<file path="config.mk">
export PLATFORM = sky130hd
export DESIGN_NAME = irc_initial_reset_controller
export DESIGN_NICKNAME = d
export VERILOG_FILES = /design/src/logic/irc_pkg.sv /design/src/logic/irc_osc_sampler.sv /design/src/logic/irc_initial_reset_controller.sv
export SDC_FILE = /design/constraint.sdc
export NUM_CORES = 1
export LEC_CHECK = 0
export ABC_AREA = 1
export BUFFER_PORTS_ARGS = -buffer_cell sky130_fd_sc_hd__clkbuf_2
export CORE_ASPECT_RATIO = 1.2
export CORE_MARGIN = 2
export CORE_UTILIZATION = 33
export DETAILED_ROUTE_END_ITERATION = 8
export PLACE_DENSITY = 0.58
export SLEW_MARGIN = 20
export SYNTH_ARGS = -nofsm -noshare
export SYNTH_HDL_FRONTEND = slang
export SYNTH_SLANG_ARGS = --single-unit
</file>
<file path="constraint.sdc">
create_clock -name i_mclk -period 2.12 [get_ports i_mclk]
set_clock_uncertainty 0.2 [all_clocks]
set_input_delay 0.318 -clock i_mclk [delete_from_list [all_inputs] [get_ports i_mclk]]
set_output_delay 0.318 -clock i_mclk [all_outputs]
set_load 0.01 [all_outputs]
</file>
<file path="src/logic/irc_pkg.sv">
package irc_pkg;

    //--------------------------------------------------------------
    // Clock rates and derived divider
    //--------------------------------------------------------------
    localparam int MCLK_HZ = 50_000_000;
    localparam int LOW_SPEED_OSC_FREQ_HZ = 32_768;
    localparam int OSC_DIV = MCLK_HZ / LOW_SPEED_OSC_FREQ_HZ;

    //--------------------------------------------------------------
    // Timing in low-speed oscillator periods
    //--------------------------------------------------------------
    localparam int QUAL_TIME_S = 2;
    localparam int QUAL_STEP_TICKS = LOW_SPEED_OSC_FREQ_HZ * QUAL_TIME_S / 2;
    localparam int STAB_TICKS = 8192;
    localparam int PULSE_TICKS = 64;
    localparam int TMR_W = 16;

    //--------------------------------------------------------------
    // Reset values and addresses
    //--------------------------------------------------------------
    localparam logic [23:0] VEC_ADDR_LO = 24'h000000;
    localparam logic [23:0] VEC_ADDR_HI = 24'h000001;
    localparam logic [23:0] SYS_CFG0_ADDR = 24'h00ff00;
    localparam logic [23:0] SYS_CFG1_ADDR = 24'h00ff01;
    localparam logic [7:0] NEW_CODE_BANK_RST = 8'h01;
    localparam logic [7:0] PAGE_RST = 8'h00;
    localparam logic [7:0] STACK_PAGE = 8'h00;
    localparam logic [1:0] BUS_SINGLE_CHIP = 2'h0;
    localparam int BUS_MODE_MSB = 7;
    localparam int BUS_MODE_LSB = 6;

    //--------------------------------------------------------------
    // Key reset group selection
    //--------------------------------------------------------------
    localparam logic [1:0] KEY_SEL_OFF = 2'h0;
    localparam logic [1:0] KEY_SEL_TWO = 2'h1;
    localparam logic [1:0] KEY_SEL_THREE = 2'h2;
    localparam logic [1:0] KEY_SEL_FOUR = 2'h3;

    typedef enum logic [2:0] {
        ST_HOLD,
        ST_PULSE,
        ST_STAB,
        ST_VEC_LO,
        ST_VEC_HI,
        ST_RUN
    } irc_state_e;

    // CPU state given by reset
    typedef struct packed {
        logic zero;
        logic carry;
        logic overflow;
        logic negative;
        logic decimal;
        logic unpack;
        logic interrupt_mask_flag_low;
        logic interrupt_mask_flag_high;
        logic [7:0] new_code_bank_reg;
        logic [7:0] code_bank_reg;
        logic [7:0] expand_page_reg;
        logic [7:0] first_index_page_reg;
        logic [7:0] second_index_page_reg;
        logic [15:0] pc;
    } irc_cpu_s;

    // Whole state of the controller
    typedef struct packed {
        irc_state_e state;
        logic [TMR_W-1:0] tmr;
        logic [TMR_W-1:0] sec_cnt;
        logic key_secs;
        logic key_hold;
        logic [1:0] cfg_seen;
        irc_cpu_s cpu;
        logic [1:0] bus_mode;
        logic pin_func;
        logic vec_rd;
        logic [23:0] vec_addr;
        logic cpu_rst;
        logic periph_rst;
        logic cpu_run;
        logic int_mask;
        logic [7:0] stack_page;
    } irc_regs_s;

    // True when every key of the selected group is low
    function automatic logic key_group_low(input logic [1:0] sel,
                                           input logic [3:0] keys);
        logic r;
        r = 1'b0;
        case (sel)
            KEY_SEL_TWO: r = ~|keys[1:0];
            KEY_SEL_THREE: r = ~|keys[2:0];
            KEY_SEL_FOUR: r = ~|keys[3:0];
            default: r = 1'b0;
        endcase
        return r;
    endfunction

endpackage

</file>
<file path="src/logic/irc_osc_sampler.sv">
`timescale 1ns/1ps
`default_nettype none

module irc_osc_sampler #(
    parameter int DIV = irc_pkg::OSC_DIV
) (
    input wire logic i_mclk,
    input wire logic i_rst_b,
    input wire logic [3:0] i_key_reset_inputs,
    input wire logic i_reset_pin_b,
    output logic o_tick,
    output logic [3:0] o_key_s,
    output logic o_reset_pin_b_s
);

    //--------------------------------------------------------------
    // Divider and two-stage samplers on the low-speed rate
    //--------------------------------------------------------------
    typedef struct packed {
        logic [15:0] div;
        logic tick;
        logic [3:0] key_m;
        logic [3:0] key_s;
        logic pin_m;
        logic pin_s;
    } irc_smp_s;

    irc_smp_s q;
    irc_smp_s d;

    if (DIV < 2 || DIV > 65535) begin : g_chk
        $error("Divider out of range");
    end

    // First stage only feeds second stage
    always_comb begin
        d = q;
        d.tick = 1'b0;
        if (q.div == 16'(DIV - 1)) begin
            d.div = 16'h0000;
            d.tick = 1'b1;
            d.key_m = i_key_reset_inputs;
            d.key_s = q.key_m;
            d.pin_m = i_reset_pin_b;
            d.pin_s = q.pin_m;
        end else begin
            d.div = q.div + 16'h0001;
        end
    end

    // Pin starts seen as asserted so power-on holds reset
    always_ff @(posedge i_mclk) begin
        if (!i_rst_b) begin
            q <= '{16'h0000, 1'b0, 4'hf, 4'hf, 1'b0, 1'b0};
        end else begin
            q <= d;
        end
    end

    assign o_tick = q.tick;
    assign o_key_s = q.key_s;
    assign o_reset_pin_b_s = q.pin_s;

endmodule

`default_nettype wire

</file>
<file path="src/logic/irc_initial_reset_controller.sv">
// Functional notes
// - Reset comes from the reset pin or the selected key group all low.
// - CPU and peripherals held while a source is active; then vector fetch.
// - Start vector read from addresses 000000H-000001H into PC.
// - Code bank register takes new code bank value during vector fetch.
// - Key reset in normal run needs inputs low one to two seconds.
// - In sleep or stabilisation wait the key group resets at once.
// - Key group option: off, two, three or four inputs.
// - After pin release CPU waits 8192 low-speed periods.
// - Key reset from sleep: start after release plus stabilisation wait.
// - Qualified key reset fires in 1-2 s, gives a 64-period pulse.
// - Reset clears six ALU flags and sets both interrupt mask flags.
// - Reset clears expand page and both index page registers.
// - Reset sets new code bank register to 01H.
// - Stack page is always page 0.
// - Reset leaves internal RAM untouched.
// - Bus mode resets to single chip, or option mode with external ROM.
// - Shared pins reset to plain port functions.
// - All interrupts masked until both system config locations written.
`timescale 1ns/1ps
`default_nettype none

module irc_initial_reset_controller #(
    parameter int OSC_DIV = irc_pkg::OSC_DIV,
    parameter int STAB_TICKS = irc_pkg::STAB_TICKS,
    parameter int QUAL_STEP_TICKS = irc_pkg::QUAL_STEP_TICKS,
    parameter int PULSE_TICKS = irc_pkg::PULSE_TICKS
) (
    input wire logic i_mclk,
    input wire logic i_rst_b,
    input wire logic i_reset_pin_b,
    input wire logic [3:0] i_key_reset_inputs,
    input wire logic [1:0] i_key_sel,
    input wire logic i_sleep,
    input wire logic i_external_rom_mode,
    input wire logic [1:0] i_bus_mode_opt,
    input wire logic [7:0] i_vec_data,
    input wire logic i_cfg_wr,
    input wire logic [23:0] i_cfg_addr,
    input wire logic [7:0] i_cfg_data,
    input wire logic i_pin_func_set,
    output logic o_vec_rd,
    output logic [23:0] o_vec_addr,
    output logic o_cpu_rst,
    output logic o_periph_rst,
    output logic o_cpu_run,
    output logic o_int_mask,
    output irc_pkg::irc_cpu_s o_cpu,
    output logic [1:0] o_bus_mode,
    output logic o_pin_func,
    output logic [7:0] o_stack_page
);

    //--------------------------------------------------------------
    // Parameter checks
    //--------------------------------------------------------------
    if (STAB_TICKS < 2 || STAB_TICKS > 65535 ||
        QUAL_STEP_TICKS < 2 || QUAL_STEP_TICKS > 65535 ||
        PULSE_TICKS < 2 || PULSE_TICKS > 65535) begin : g_chk
        $error("Tick counts out of range");
    end

    localparam logic [15:0] STAB_LAST = 16'(STAB_TICKS - 1);
    localparam logic [15:0] QUAL_LAST = 16'(QUAL_STEP_TICKS - 1);
    localparam logic [15:0] PULSE_LAST = 16'(PULSE_TICKS - 1);

    //--------------------------------------------------------------
    // Sampled inputs
    //--------------------------------------------------------------
    logic tick;
    logic [3:0] key_s;
    logic pin_b_s;
    logic key_act;

    irc_osc_sampler #(
        .DIV(OSC_DIV)
    ) u_sampler (
        .i_mclk(i_mclk),
        .i_rst_b(i_rst_b),
        .i_key_reset_inputs(i_key_reset_inputs),
        .i_reset_pin_b(i_reset_pin_b),
        .o_tick(tick),
        .o_key_s(key_s),
        .o_reset_pin_b_s(pin_b_s)
    );

    // Selected key group all low
    assign key_act = irc_pkg::key_group_low(i_key_sel, key_s);

    //--------------------------------------------------------------
    // State
    //--------------------------------------------------------------
    irc_pkg::irc_regs_s q;
    irc_pkg::irc_regs_s d;
    logic sec_pulse;
    logic key_qual;
    logic key_now;

    // Reset image of the whole state
    localparam irc_pkg::irc_regs_s REGS_RST = '{
        state: irc_pkg::ST_HOLD,
        tmr: '0,
        sec_cnt: '0,
        key_secs: 1'b0,
        key_hold: 1'b0,
        cfg_seen: 2'h0,
        cpu: '0,
        bus_mode: irc_pkg::BUS_SINGLE_CHIP,
        pin_func: 1'b0,
        vec_rd: 1'b0,
        vec_addr: irc_pkg::VEC_ADDR_LO,
        cpu_rst: 1'b1,
        periph_rst: 1'b1,
        cpu_run: 1'b0,
        int_mask: 1'b1,
        stack_page: irc_pkg::STACK_PAGE
    };

    //--------------------------------------------------------------
    // Next-state logic
    //--------------------------------------------------------------
    always_comb begin
        d = q;
        d.vec_rd = 1'b0;
        sec_pulse = 1'b0;
        key_qual = 1'b0;

        // Unqualified key trigger, blocked after a pulse until release
        key_now = key_act && !q.key_hold;
        if (!key_act) begin
            d.key_hold = 1'b0;
        end

        // Free-running one-second steps give the 1-2 s window
        if (tick) begin
            if (q.sec_cnt == QUAL_LAST) begin
                d.sec_cnt = '0;
                sec_pulse = 1'b1;
            end else begin
                d.sec_cnt = q.sec_cnt + 16'h0001;
            end
        end

        // Second step boundary with keys still low qualifies
        if (!key_now || q.state != irc_pkg::ST_RUN) begin
            d.key_secs = 1'b0;
        end else if (sec_pulse) begin
            d.key_secs = 1'b1;
            key_qual = q.key_secs;
        end

        case (q.state)
            irc_pkg::ST_HOLD: begin
                // Leave when pin and key group are both released
                if (pin_b_s && !key_now) begin
                    d.state = irc_pkg::ST_STAB;
                    d.tmr = '0;
                end
            end
            irc_pkg::ST_PULSE: begin
                // Fixed-length internal pulse, keys may stay low
                if (tick) begin
                    if (q.tmr == PULSE_LAST) begin
                        d.state = irc_pkg::ST_STAB;
                        d.tmr = '0;
                        d.key_hold = 1'b1;
                    end else begin
                        d.tmr = q.tmr + 16'h0001;
                    end
                end
            end
            irc_pkg::ST_STAB: begin
                if (key_now) begin
                    d.state = irc_pkg::ST_HOLD;
                end else if (tick) begin
                    if (q.tmr == STAB_LAST) begin
                        d.state = irc_pkg::ST_VEC_LO;
                        d.vec_rd = 1'b1;
                        d.vec_addr = irc_pkg::VEC_ADDR_LO;
                    end else begin
                        d.tmr = q.tmr + 16'h0001;
                    end
                end
            end
            irc_pkg::ST_VEC_LO: begin
                // Low byte is captured in the same cycle as the read strobe
                d.cpu.pc[7:0] = i_vec_data;
                d.vec_rd = 1'b1;
                d.vec_addr = irc_pkg::VEC_ADDR_HI;
                d.state = irc_pkg::ST_VEC_HI;
            end
            irc_pkg::ST_VEC_HI: begin
                d.cpu.pc[15:8] = i_vec_data;
                d.cpu.code_bank_reg = q.cpu.new_code_bank_reg;
                d.state = irc_pkg::ST_RUN;
            end
            irc_pkg::ST_RUN: begin
                if (i_sleep && key_now) begin
                    d.state = irc_pkg::ST_HOLD;
                end else if (key_qual) begin
                    d.state = irc_pkg::ST_PULSE;
                    d.tmr = '0;
                end
            end
            default: begin
                d.state = irc_pkg::ST_HOLD;
            end
        endcase

        // The reset pin overrides every state
        if (!pin_b_s) begin
            d.state = irc_pkg::ST_HOLD;
        end

        // System configuration writes lift the interrupt mask
        if (q.state == irc_pkg::ST_RUN && i_cfg_wr) begin
            if (i_cfg_addr == irc_pkg::SYS_CFG0_ADDR) begin
                d.cfg_seen[0] = 1'b1;
                d.bus_mode = i_cfg_data[irc_pkg::BUS_MODE_MSB:
                                        irc_pkg::BUS_MODE_LSB];
            end
            if (i_cfg_addr == irc_pkg::SYS_CFG1_ADDR) begin
                d.cfg_seen[1] = 1'b1;
            end
        end
        if (q.state == irc_pkg::ST_RUN && i_pin_func_set) begin
            d.pin_func = 1'b1;
        end

        // Initial values while reset is applied; RAM is never touched
        if (d.state == irc_pkg::ST_HOLD || d.state == irc_pkg::ST_PULSE) begin
            d.cpu.zero = 1'b0;
            d.cpu.carry = 1'b0;
            d.cpu.overflow = 1'b0;
            d.cpu.negative = 1'b0;
            d.cpu.decimal = 1'b0;
            d.cpu.unpack = 1'b0;
            d.cpu.interrupt_mask_flag_low = 1'b1;
            d.cpu.interrupt_mask_flag_high = 1'b1;
            d.cpu.expand_page_reg = irc_pkg::PAGE_RST;
            d.cpu.first_index_page_reg = irc_pkg::PAGE_RST;
            d.cpu.second_index_page_reg = irc_pkg::PAGE_RST;
            d.cpu.new_code_bank_reg = irc_pkg::NEW_CODE_BANK_RST;
            d.bus_mode = i_external_rom_mode ? i_bus_mode_opt
                                             : irc_pkg::BUS_SINGLE_CHIP;
            d.pin_func = 1'b0;
            d.cfg_seen = 2'h0;
        end

        // Stack accesses always go to page 0
        d.stack_page = irc_pkg::STACK_PAGE;
        d.int_mask = ~&d.cfg_seen;

        // Registered reset and run outputs
        d.cpu_rst = (d.state != irc_pkg::ST_RUN);
        d.periph_rst = (d.state == irc_pkg::ST_HOLD ||
                        d.state == irc_pkg::ST_PULSE);
        d.cpu_run = (d.state == irc_pkg::ST_RUN);
    end

    //--------------------------------------------------------------
    // State register
    //--------------------------------------------------------------
    always_ff @(posedge i_mclk) begin
        if (!i_rst_b) begin
            q <= REGS_RST;
        end else begin
            q <= d;
        end
    end

    //--------------------------------------------------------------
    // Outputs
    //--------------------------------------------------------------
    assign o_vec_rd = q.vec_rd;
    assign o_vec_addr = q.vec_addr;
    assign o_cpu_rst = q.cpu_rst;
    assign o_periph_rst = q.periph_rst;
    assign o_cpu_run = q.cpu_run;
    assign o_int_mask = q.int_mask;
    assign o_cpu = q.cpu;
    assign o_bus_mode = q.bus_mode;
    assign o_pin_func = q.pin_func;
    assign o_stack_page = q.stack_page;

endmodule

`default_nettype wire

</file>
# Yosys cells after proc, flatten, opt, wreduce, memory -nomap -nowiden
# Cells that the tools add are included.
dict set report totals {
  mem_count 0
  latch_bits 0
  regBits 124
  mem_bits_rw 0
  rom_bits 0
  inputBits 55
  wordCells 123
}
dict set report classes {
  shifts 0
  magnitude_cmp 0
  n_div 0
  add_sub_neg 3
  n_bitwise 1
  reduce_logical 29
  n_eq_ne 26
  muxes 39
  mul 0
}
# op n
set ops {}
lappend ops {{16-bit 2-to-1 mux} 5}
lappend ops {{19-bit 2-to-1 mux} 4}
lappend ops {{25-bit 2-to-1 mux} 3}
lappend ops {{16-bit case mux with 4 select lines} 1}
lappend ops {{25-bit case mux with 2 select lines} 1}
lappend ops {{16-bit by 1-bit adder with 16-bit output (second input constant)} 3}
lappend ops {{24-bit by 16-bit equality test with 1-bit output (second input constant)} 2}
lappend ops {{18-bit 2-to-1 mux} 1}
lappend ops {{3-bit 2-to-1 mux} 6}
lappend ops {{3-bit case mux with 6 select lines} 1}
lappend ops {{16-bit by 11-bit equality test with 1-bit output (second input constant)} 1}
lappend ops {{16-bit by 13-bit equality test with 1-bit output (second input constant)} 1}
lappend ops {{16-bit by 15-bit equality test with 1-bit output (second input constant)} 1}
lappend ops {{16-bit by 6-bit equality test with 1-bit output (second input constant)} 1}
lappend ops {{2-bit != test (second input constant)} 6}
lappend ops {{1-bit 2-to-1 mux} 11}
lappend ops {{11-bit 2-to-1 mux} 1}
lappend ops {{3-bit equality test (second input constant)} 3}
lappend ops {{2-bit 2-to-1 mux} 4}
lappend ops {{8-bit AND reduction} 1}
lappend ops {{2-bit OR reduction} 4}
lappend ops {{3-bit by 1-bit equality test with 1-bit output (second input constant)} 2}
lappend ops {{3-bit by 2-bit equality test with 1-bit output (second input constant)} 2}
lappend ops {{1-bit zero test} 6}
lappend ops {{15 further kinds} 27}

# Depth between registers and ports, before layout
# Gate-level depths: netlist (run 1).
dict set report depth {
  depth_word 16
  depth_mapped 14
  ltp_nobuf 14
}

# Cells and area by module
# Synthesis (run 1) repeated with hierarchy kept, for this count alone.
dict set report unflattened {
  cells_unflattened 800
  area_unflattened_um2 5587.9
}
# module seq_area_each_um2 area_each_um2 cells_each n_inst
set modules_own_cells {}
lappend modules_own_cells {irc_initial_reset_controller 1321.3 4201.5 604 1}
lappend modules_own_cells {irc_osc_sampler 540.5 1386.3 196 1}

# Worst setup path after synthesis (run 1)
# OpenSTA, ideal clock, no wires.
dict set report synth_path {
  kind {reg-to-reg}
  startpoint {register q[124] in the netlist's numbering}
  endpoint {register q[131] in the netlist's numbering}
  path_stages_with_launch 13
  setup_time_ns 0.067
  arrival_time_ns 1.676
  path_buffers 1
  path_slack_ns 0.177
  path_cell_list {dfxtp_1 ha_1 nand3_2 nor2_4 nand2_2 nor3_2 nor2_1 nand3_2 inv_2 nand2_4 buf_6 nand2_1 a21oi_2}
}
dict set report synth_via {
  elab_chain_len 5
  word_cells_on_any_way 11
}
# item line
set synth_lines {}
lappend synth_lines {{from (decl)} irc_initial_reset_controller.sv:93} ;# irc_pkg::irc_regs_s q;
lappend synth_lines {{from (signal assigned)} irc_initial_reset_controller.sv:266} ;# q <= REGS_RST;
lappend synth_lines {{from (signal assigned)} irc_initial_reset_controller.sv:268} ;# q <= d;
lappend synth_lines {{16-bit by 1-bit adder with 16-bit output} {irc_initial_reset_controller.sv:168, irc_initial_reset_controller.sv:181}}
lappend synth_lines {{16-bit 2-to-1 mux} irc_initial_reset_controller.sv:176} ;# if (q.tmr == STAB_LAST) begin
lappend synth_lines {{19-bit 2-to-1 mux} irc_initial_reset_controller.sv:175} ;# end else if (tick) begin
lappend synth_lines {{16-bit 2-to-1 mux} irc_initial_reset_controller.sv:173} ;# if (key_now) begin
lappend synth_lines {{16-bit case mux with 4 select lines} irc_initial_reset_controller.sv:152} ;# case (q.state)
# Several ways; a longest one is shown, not always the timed one. The select of a mux whose other input is x is not followed.
# A chain may end at the register's enable or synchronous reset.

# Worst setup path in the final report (run 1)
dict set report layout_path {
  startpoint {register q[126] in the netlist's numbering}
  endpoint {register q[139] in the netlist's numbering}
}
# The elaborated chain is that of the path after synthesis.

==> out/metrics.csv, run 1 <==
metric;value;unit
largest family of logic cells by synthesized area;simple AND/OR/NAND/NOR gates;
drt drc;0;
Avg Cell Area, Syn;6.93;um^2
Worst Hold Class;input port to flip-flop;
first-pass GRT wire length;19100;um
Tot Pwr;0.00358;W
Max Cap Violations;0;
Die Footprint;17000;um^2
Worst path most repeated cell;nand3_1;
post-synthesis mux area share;0;%
cell count after synthesis;762;
Worst-Margin Slew;0.544;ns
vias in the first global route;4103;
gr usage total;13.8;%
layout cells sized above 1;20.5;%
met2 routed WL;5830;um
CP Capture Type;flip-flop;
endpoints failing setup;0;
Simple-Gate Fraction of Synth Area;30.2;%
Pins Over Slew Limit;0;
Hold Vio Cnt, Final;0;
TNS Setup;0;ns
Synth Flop Type;dfxtp_1;
synth warn;0;
GRT overflow;0;
complex-gate fraction of the synthesized area;11.0;%
row cnt;50;
register area share after synthesis;35.2;%
Crit Path Class;flip-flop to flip-flop;
Max IR drop VDD;0.595;mV
pre-CTS WS;0.00604;ns
initial antenna violation count;0;
reg-to-reg setup timing slack;0.09;ns
clock latency on the worst-skew pair;0.35;ns
First-pass DRT Iterations;5;
H-Tree Depth;3;
Post-Place Cells;1039;
Crit path required time;2.20;ns
xor/xnor cell area share of the yosys netlist;1.33;%
largest net degree at the start of global routing;25;
Worst Path Max Fanout;6;
critical path arrival;2.11;ns
fin crit share;95.9;%
WL met3;691;um
Max clock buf depth;2;
core box area;15600;um^2
GPL Wtd Cong;0.912;
post-placement cell area;5640;um^2
library cells used by synthesis;40;
DP Wirelength;8980;um
CTS buffer count;9;
Via-to-Cell Ratio;4.45;
Initial DRC Count;223;
DR WL/cell;11.4;um
clock sink count;93;
Lkg Pwr;2.70;nW
Worst slew margin;63.5;%
Routed Wire Length;12100;um
cells along the critical path;nand3_1 > nor3_1 > nand3_1 > nand2_1 > nand3_1 > a21oi_1 > nand2_1 > a21oi_1;
starting density of the core;33.8;%
Synth Register Bits;93;
io pins;159;
via count;4735;
adder-cell share of the synthesized area;0.947;%
P&R area growth vs syn;16.4;%
PD cells;582;nW/um^2
Clk pin slew, worst setup/hold paths;0.06;ns
PortBufs;77;
Post-synth EDFFs;0;
async set-or-reset flop fraction in the synthesized netlist;0;%
CP max stage delay;0.49;ns
post-route ant nets;0;
CP max stage cell;nor3_1;
Met1 Wirelength;5350;um
fin cells;1065;
Die Wd;120;um
Diodes inserted;0;
Die Y;143;um
mapped cell area;5280;um^2
minimum clock period;2.03;ns
Worst Slack Setup Final;0.0876;ns
Highest Signal Layer;met4;
startpoint types;flip-flop;
outcome;finished clean;
Peak Freq;0.492;GHz
final instance area;6150;um^2
CTS tree;built;
Clock Root Buffer;clkbuf_16;
Final #Nets;912;
## where the power goes
part           internal (W)  switching [W]
Clock              0.000971       0.000655
Sequential          0.00175     0.00000741
Combinational     0.0000642       0.000128
## metal layers
metal	GRT usage, %	up-vias
met5	0	-
met4	4.58	0
met3	3.35	20
met2	23.4	140
met1	17.1	2104
li1	-	2471
## per-stage QoR
stage / hold slack (ns) / utilization (%)
final: 0.0110 / 39.3
after global routing: 0.0167 / 39.3
after CTS: 0.00299 / 38.4
after detailed placement: 0.237 / 36.0
after global placement: 0.240 / 36.0
after floorplan: 0.230 / -
## flip-flops by register name, indices dropped and copies added (netlist names)
name                       flops
o_bus_mode                     2
o_cpu                         18
o_cpu_rst                      1
o_cpu_run                      1
o_int_mask                     1
o_periph_rst                   1
o_pin_func                     1
o_vec_addr                     1
o_vec_rd                       1
q                             39
u_sampler.o_key_s              4
u_sampler.o_reset_pin_b_s      1
u_sampler.o_tick               1
u_sampler.q                   21
## placed cells by master, fill, tap and decap left out, types with 4 or more instances in the layout
| cell type | n |
|---|---|
| nand3_1 | 45 |
| nand2_1 | 134 |
| dfxtp_2 | 6 |
| nand2_2 | 6 |
| o21a_1 | 4 |
| buf_4 | 37 |
| conb_1 | 75 |
| xor2_1 | 5 |
| inv_1 | 78 |
| or2_2 | 4 |
| nor2_4 | 6 |
| nand4_1 | 23 |
| clkbuf_2 | 77 |
| dlygate4sd3_1 | 4 |
| o21ai_0 | 31 |
| clkbuf_16 | 10 |
| nor2_1 | 97 |
| dfxtp_1 | 87 |
| nand3_2 | 6 |
| a21oi_1 | 55 |
| nor3_1 | 15 |
| nor2_2 | 4 |
| nor3b_1 | 4 |
## cell type report
class,instances,area (um^2)
clock buffer,12,256
clock inverter,3,45.0
fill,1697,9490
inverter,81,304
multi-input combinational,548,2670
sequential,93,1870
tap,208,260
timing repair buffer,120,748
## worst paths after layout
path                endpoint  cells past startpoint     startpoint
setup / recovery      q[139]                      8         q[126]
hold / removal      o_cpu[2]                      3  i_vec_data[2]
setup reg to reg      q[139]                      8         q[126]
hold reg to reg   o_pin_func                      2     o_pin_func
## repair_timing
action	CTS	global route
endpoints found under the hold margin	4	0
pin swaps	1	8
gates resized for setup	0	26
hold buffers	4	0
setup buffers	1	4
cloned	0	2
setup endpoints to repair	4	29
## logic make-up after synthesis
family | after synthesis
other | 1
AO/OA/AOI/OAI | 106
adder cells (fa/ha/maj) | 4
flip-flops | 93
buffers and inverters | 196
XOR/XNOR | 8
AND/OR/NAND/NOR | 354
## critical path: cells and delay by family (launching register included)
| kind | cells | cell delay [ns] |
|---|---|---|
| simple gates | 6 | 1.09 |
| compound gates | 2 | 0.24 |
| flops | 1 | 0.43 |
## synthesized netlist by cell type, types with 4 or more instances
cell type	number	area [um^2]
nand2_1	136	510
nor2_1	100	375
buf_4	98	736
dfxtp_1	93	1860
inv_1	79	297
a21oi_1	55	275
nand3_1	47	235
o21ai_0	32	160
nand4_1	23	144
nor3_1	17	85.1
clkbuf_1	10	37.5
nand2_2	5	31.3
xor2_1	5	43.8
ha_1	4	50.1
nand3_2	4	40.0
nor2_4	4	45.0
nor3b_1	4	30.0
o21a_1	4	30.0
or2_2	4	25.0
Note: power is estimated with default switching activity, not from simulation.
==> run 2: changes to the inputs <==
--- a/config.mk
+++ b/config.mk
@@ -15,4 +15,5 @@
 export SLEW_MARGIN = 20
 export SYNTH_ARGS = -nofsm -noshare
 export SYNTH_HDL_FRONTEND = slang
+export SYNTH_HIERARCHICAL = 1
 export SYNTH_SLANG_ARGS = --single-unit
==> out/metrics.csv, run 2 <==
metric;value;unit
CTS tree;built;
CP Buf/Inv Count;0;
hold-critical path depth;3;
fin crit share;93.9;%
Max Cap Violations;0;
most common cell after layout, fill and taps aside;nand2_1;
synth warn;6;
GRT overflow;0;
post-placement cell area;5880;um^2
Net Sw Power;0.000832;W
Die Y;147;um
DP Wirelength;9580;um
Diodes inserted;0;
reg-to-reg setup timing slack;0.13;ns
row cnt;52;
pre-CTS WS;0.100;ns
Hold Vio Cnt, Final;0;
outcome;finished clean;
CTS buffer count;9;
via count;4878;
gr usage total;14.0;%
TNS Setup;0;ns
Clock Power Share;45.7;%
Synth area leaders;dfxtp_1 (33%), buf_4 (14%), nand2_1 (8.7%), nor2_1 (7.8%), nand3_1 (7.3%);
Die Footprint;18000;um^2
CP top delay family;simple AND/OR/NAND/NOR gates;
Max clock buf depth;2;
Worst Hold End;u_sampler/q[9];
mapped cell area;5590;um^2
Avg Cell Area, Syn;6.98;um^2
Commonest cells post-synth;nand2_1 (130), nor2_1 (116), buf_4 (104);
DR WL/cell;11.3;um
fin cells;1096;
Synth Flop Type;dfxtp_1;
startpoint types;flip-flop;
Routed Wire Length;12400;um
Die Wd;123;um
Initial DRC Count;239;
First-pass DRT Iterations;4;
first-pass GRT wire length;20300;um
most frequent cells in the layout;nand2_1 (130), nor2_1 (115), dfxtp_1 (92);
P&R area growth vs syn;11.2;%
R2R depth;9;
Worst Slack Setup Final;0.130;ns
register area share after synthesis;33.3;%
Power Internal;0.00277;W
PD cells;579;nW/um^2
minimum clock period;1.99;ns
Top reg by flops;q;
CP max stage delay;0.31;ns
Post-synth EDFFs;0;
Synth top area share;33.3;%
endpoints failing setup;0;
Crit Path Class;flip-flop to flip-flop;
clock sink count;93;
largest net degree at the start of global routing;23;
Critical R2R Launch;q[124];
Worst Hold Launch;i_key_reset_inputs[3];
Worst Path Max Fanout;18;
library cells used by synthesis;41;
Synth area leader;dfxtp_1;
layout cells sized above 1;19.8;%
Clock Root Buffer;clkbuf_16;
Post-Place Cells;1078;
Largest register FFs;39;
Lkg Pwr;2.83;nW
Final #Nets;934;
initial antenna violation count;0;
post-route ant nets;0;
starting density of the core;33.4;%
Clk pin slew, worst setup/hold paths;0.07;ns
final instance area;6210;um^2
Pins Over Slew Limit;0;
GPL Wtd Cong;0.881;
cell count after synthesis;800;
io pins;159;
Max IR drop VDD;0.308;mV
Final Util;37.2;%
cells along the critical path;ha_1 > nand3_1 > nor2_1 > nand4_1 > nand3_1 > a21oi_2 > nand2_4 > o21ai_0 > nor2_1;
Switching Share;23.1;%
vias in the first global route;4484;
Crit path required time;2.16;ns
RSZ-0062 raised after global routing;no;
CP max stage cell;dfxtp_1;
Gate power share;5.4;%
drt drc;0;
async set-or-reset flop fraction in the synthesized netlist;0;%
PortBufs;77;
critical path arrival;2.03;ns
Peak Freq;0.502;GHz
clock latency on the worst-skew pair;0.35;ns
Via-to-Cell Ratio;4.45;
H-Tree Depth;3;
core box area;16700;um^2
Synth Register Bits;93;
sequential share of power;48.9;%
most instantiated library cell after synthesis;nand2_1;
Reg2Reg Capture Point;q[125];
Worst Hold Class;input port to flip-flop;
CP Capture Type;flip-flop;
==> run 2: cell count changes after synthesis, sizes merged, moves of 6 or more <==
cell and change:
a21oi -13, nand4 -6, nand3b +6, buf +6
nor2 +21, xor2 +6, nand3 +33
==> run 2: how the worst max path moves through the flow <==
stage / startpoint / end / slack (ns) / cells after the start
after floorplan: q[124] / q[136] / 0.20 / 10
after global placement: q[125] / o_cpu_rst / 0.10 / 8
after detailed placement: q[108] / q[124] / 0.10 / 12
after CTS: q[108] / q[124] / 0.07 / 12
after global routing: q[125] / o_cpu_rst / 0.009 / 8
final: q[124] / q[125] / 0.13 / 9
==> run 2: routing by layer <==
metal	GRT usage, %	up-vias	wire, um
met5	0	-	0
met4	6.21	0	245
met3	2.81	16	539
met2	24.4	98	6320
met1	16.3	2226	5240
li1	-	2538	-
==> run 2: cell families (layout without fill, tap and decap cells) <==
logic type / Yosys count / in the layout / synth area share [%]
AND/OR/NAND/NOR: 412 / 412 / 35.0
buffers and inverters: 197 / 203 / 20.9
flip-flops: 93 / 93 / 33.3
AO/OA/AOI/OAI: 80 / 80 / 7.81
XOR/XNOR: 13 / 13 / 2.04
adder cells (fa/ha/maj): 4 / 4 / 0.896
other: 1 / 75 / 0.0671
==> run 2: final cells by class <==
cell class                 count  area, um^2
clock buffer                  11         243
clock inverter                 5        57.6
fill                        1812       10500
inverter                      77         289
multi-input combinational    584        2850
sequential                    93        1860
tap                          216         270
timing repair buffer         110         638
==> run 2: worst min-delay path, cell delays in order <==
cell	delay (ns)
clkbuf_2	0.07
nand3_1	0.07
nand3_1	0.07
==> run 2: what timing repair did <==
item | CTS | global route
endpoints found under the hold margin | 3 | 0
endpoints found under the setup margin | 0 | 9
hold buffers | 2 | 0
buffers inserted | 0 | 0
resized for setup | 0 | 6
==> run 2: through the flow <==
| stage | hold slack (ns) | total power (W) |
|---|---|---|
| after floorplan | 0.203 | 0.00202 |
| after global placement | 0.229 | 0.00199 |
| after detailed placement | 0.233 | 0.00199 |
| after CTS | 0.00144 | 0.00365 |
| after global routing | 0.00801 | 0.00374 |
| final | 0.00984 | 0.00360 |
==> run 2: power by group through the flow <==
stage	clock (W)	sequential (W)	combinational [W]
2_1_floorplan	0	0.00180	0.000226
3_3_place_gp	0	0.00180	0.000189
3_5_place_dp	0	0.00180	0.000189
4_1_cts	0.00170	0.00176	0.000193
5_1_grt	0.00176	0.00176	0.000217
6_report	0.00164	0.00176	0.000193
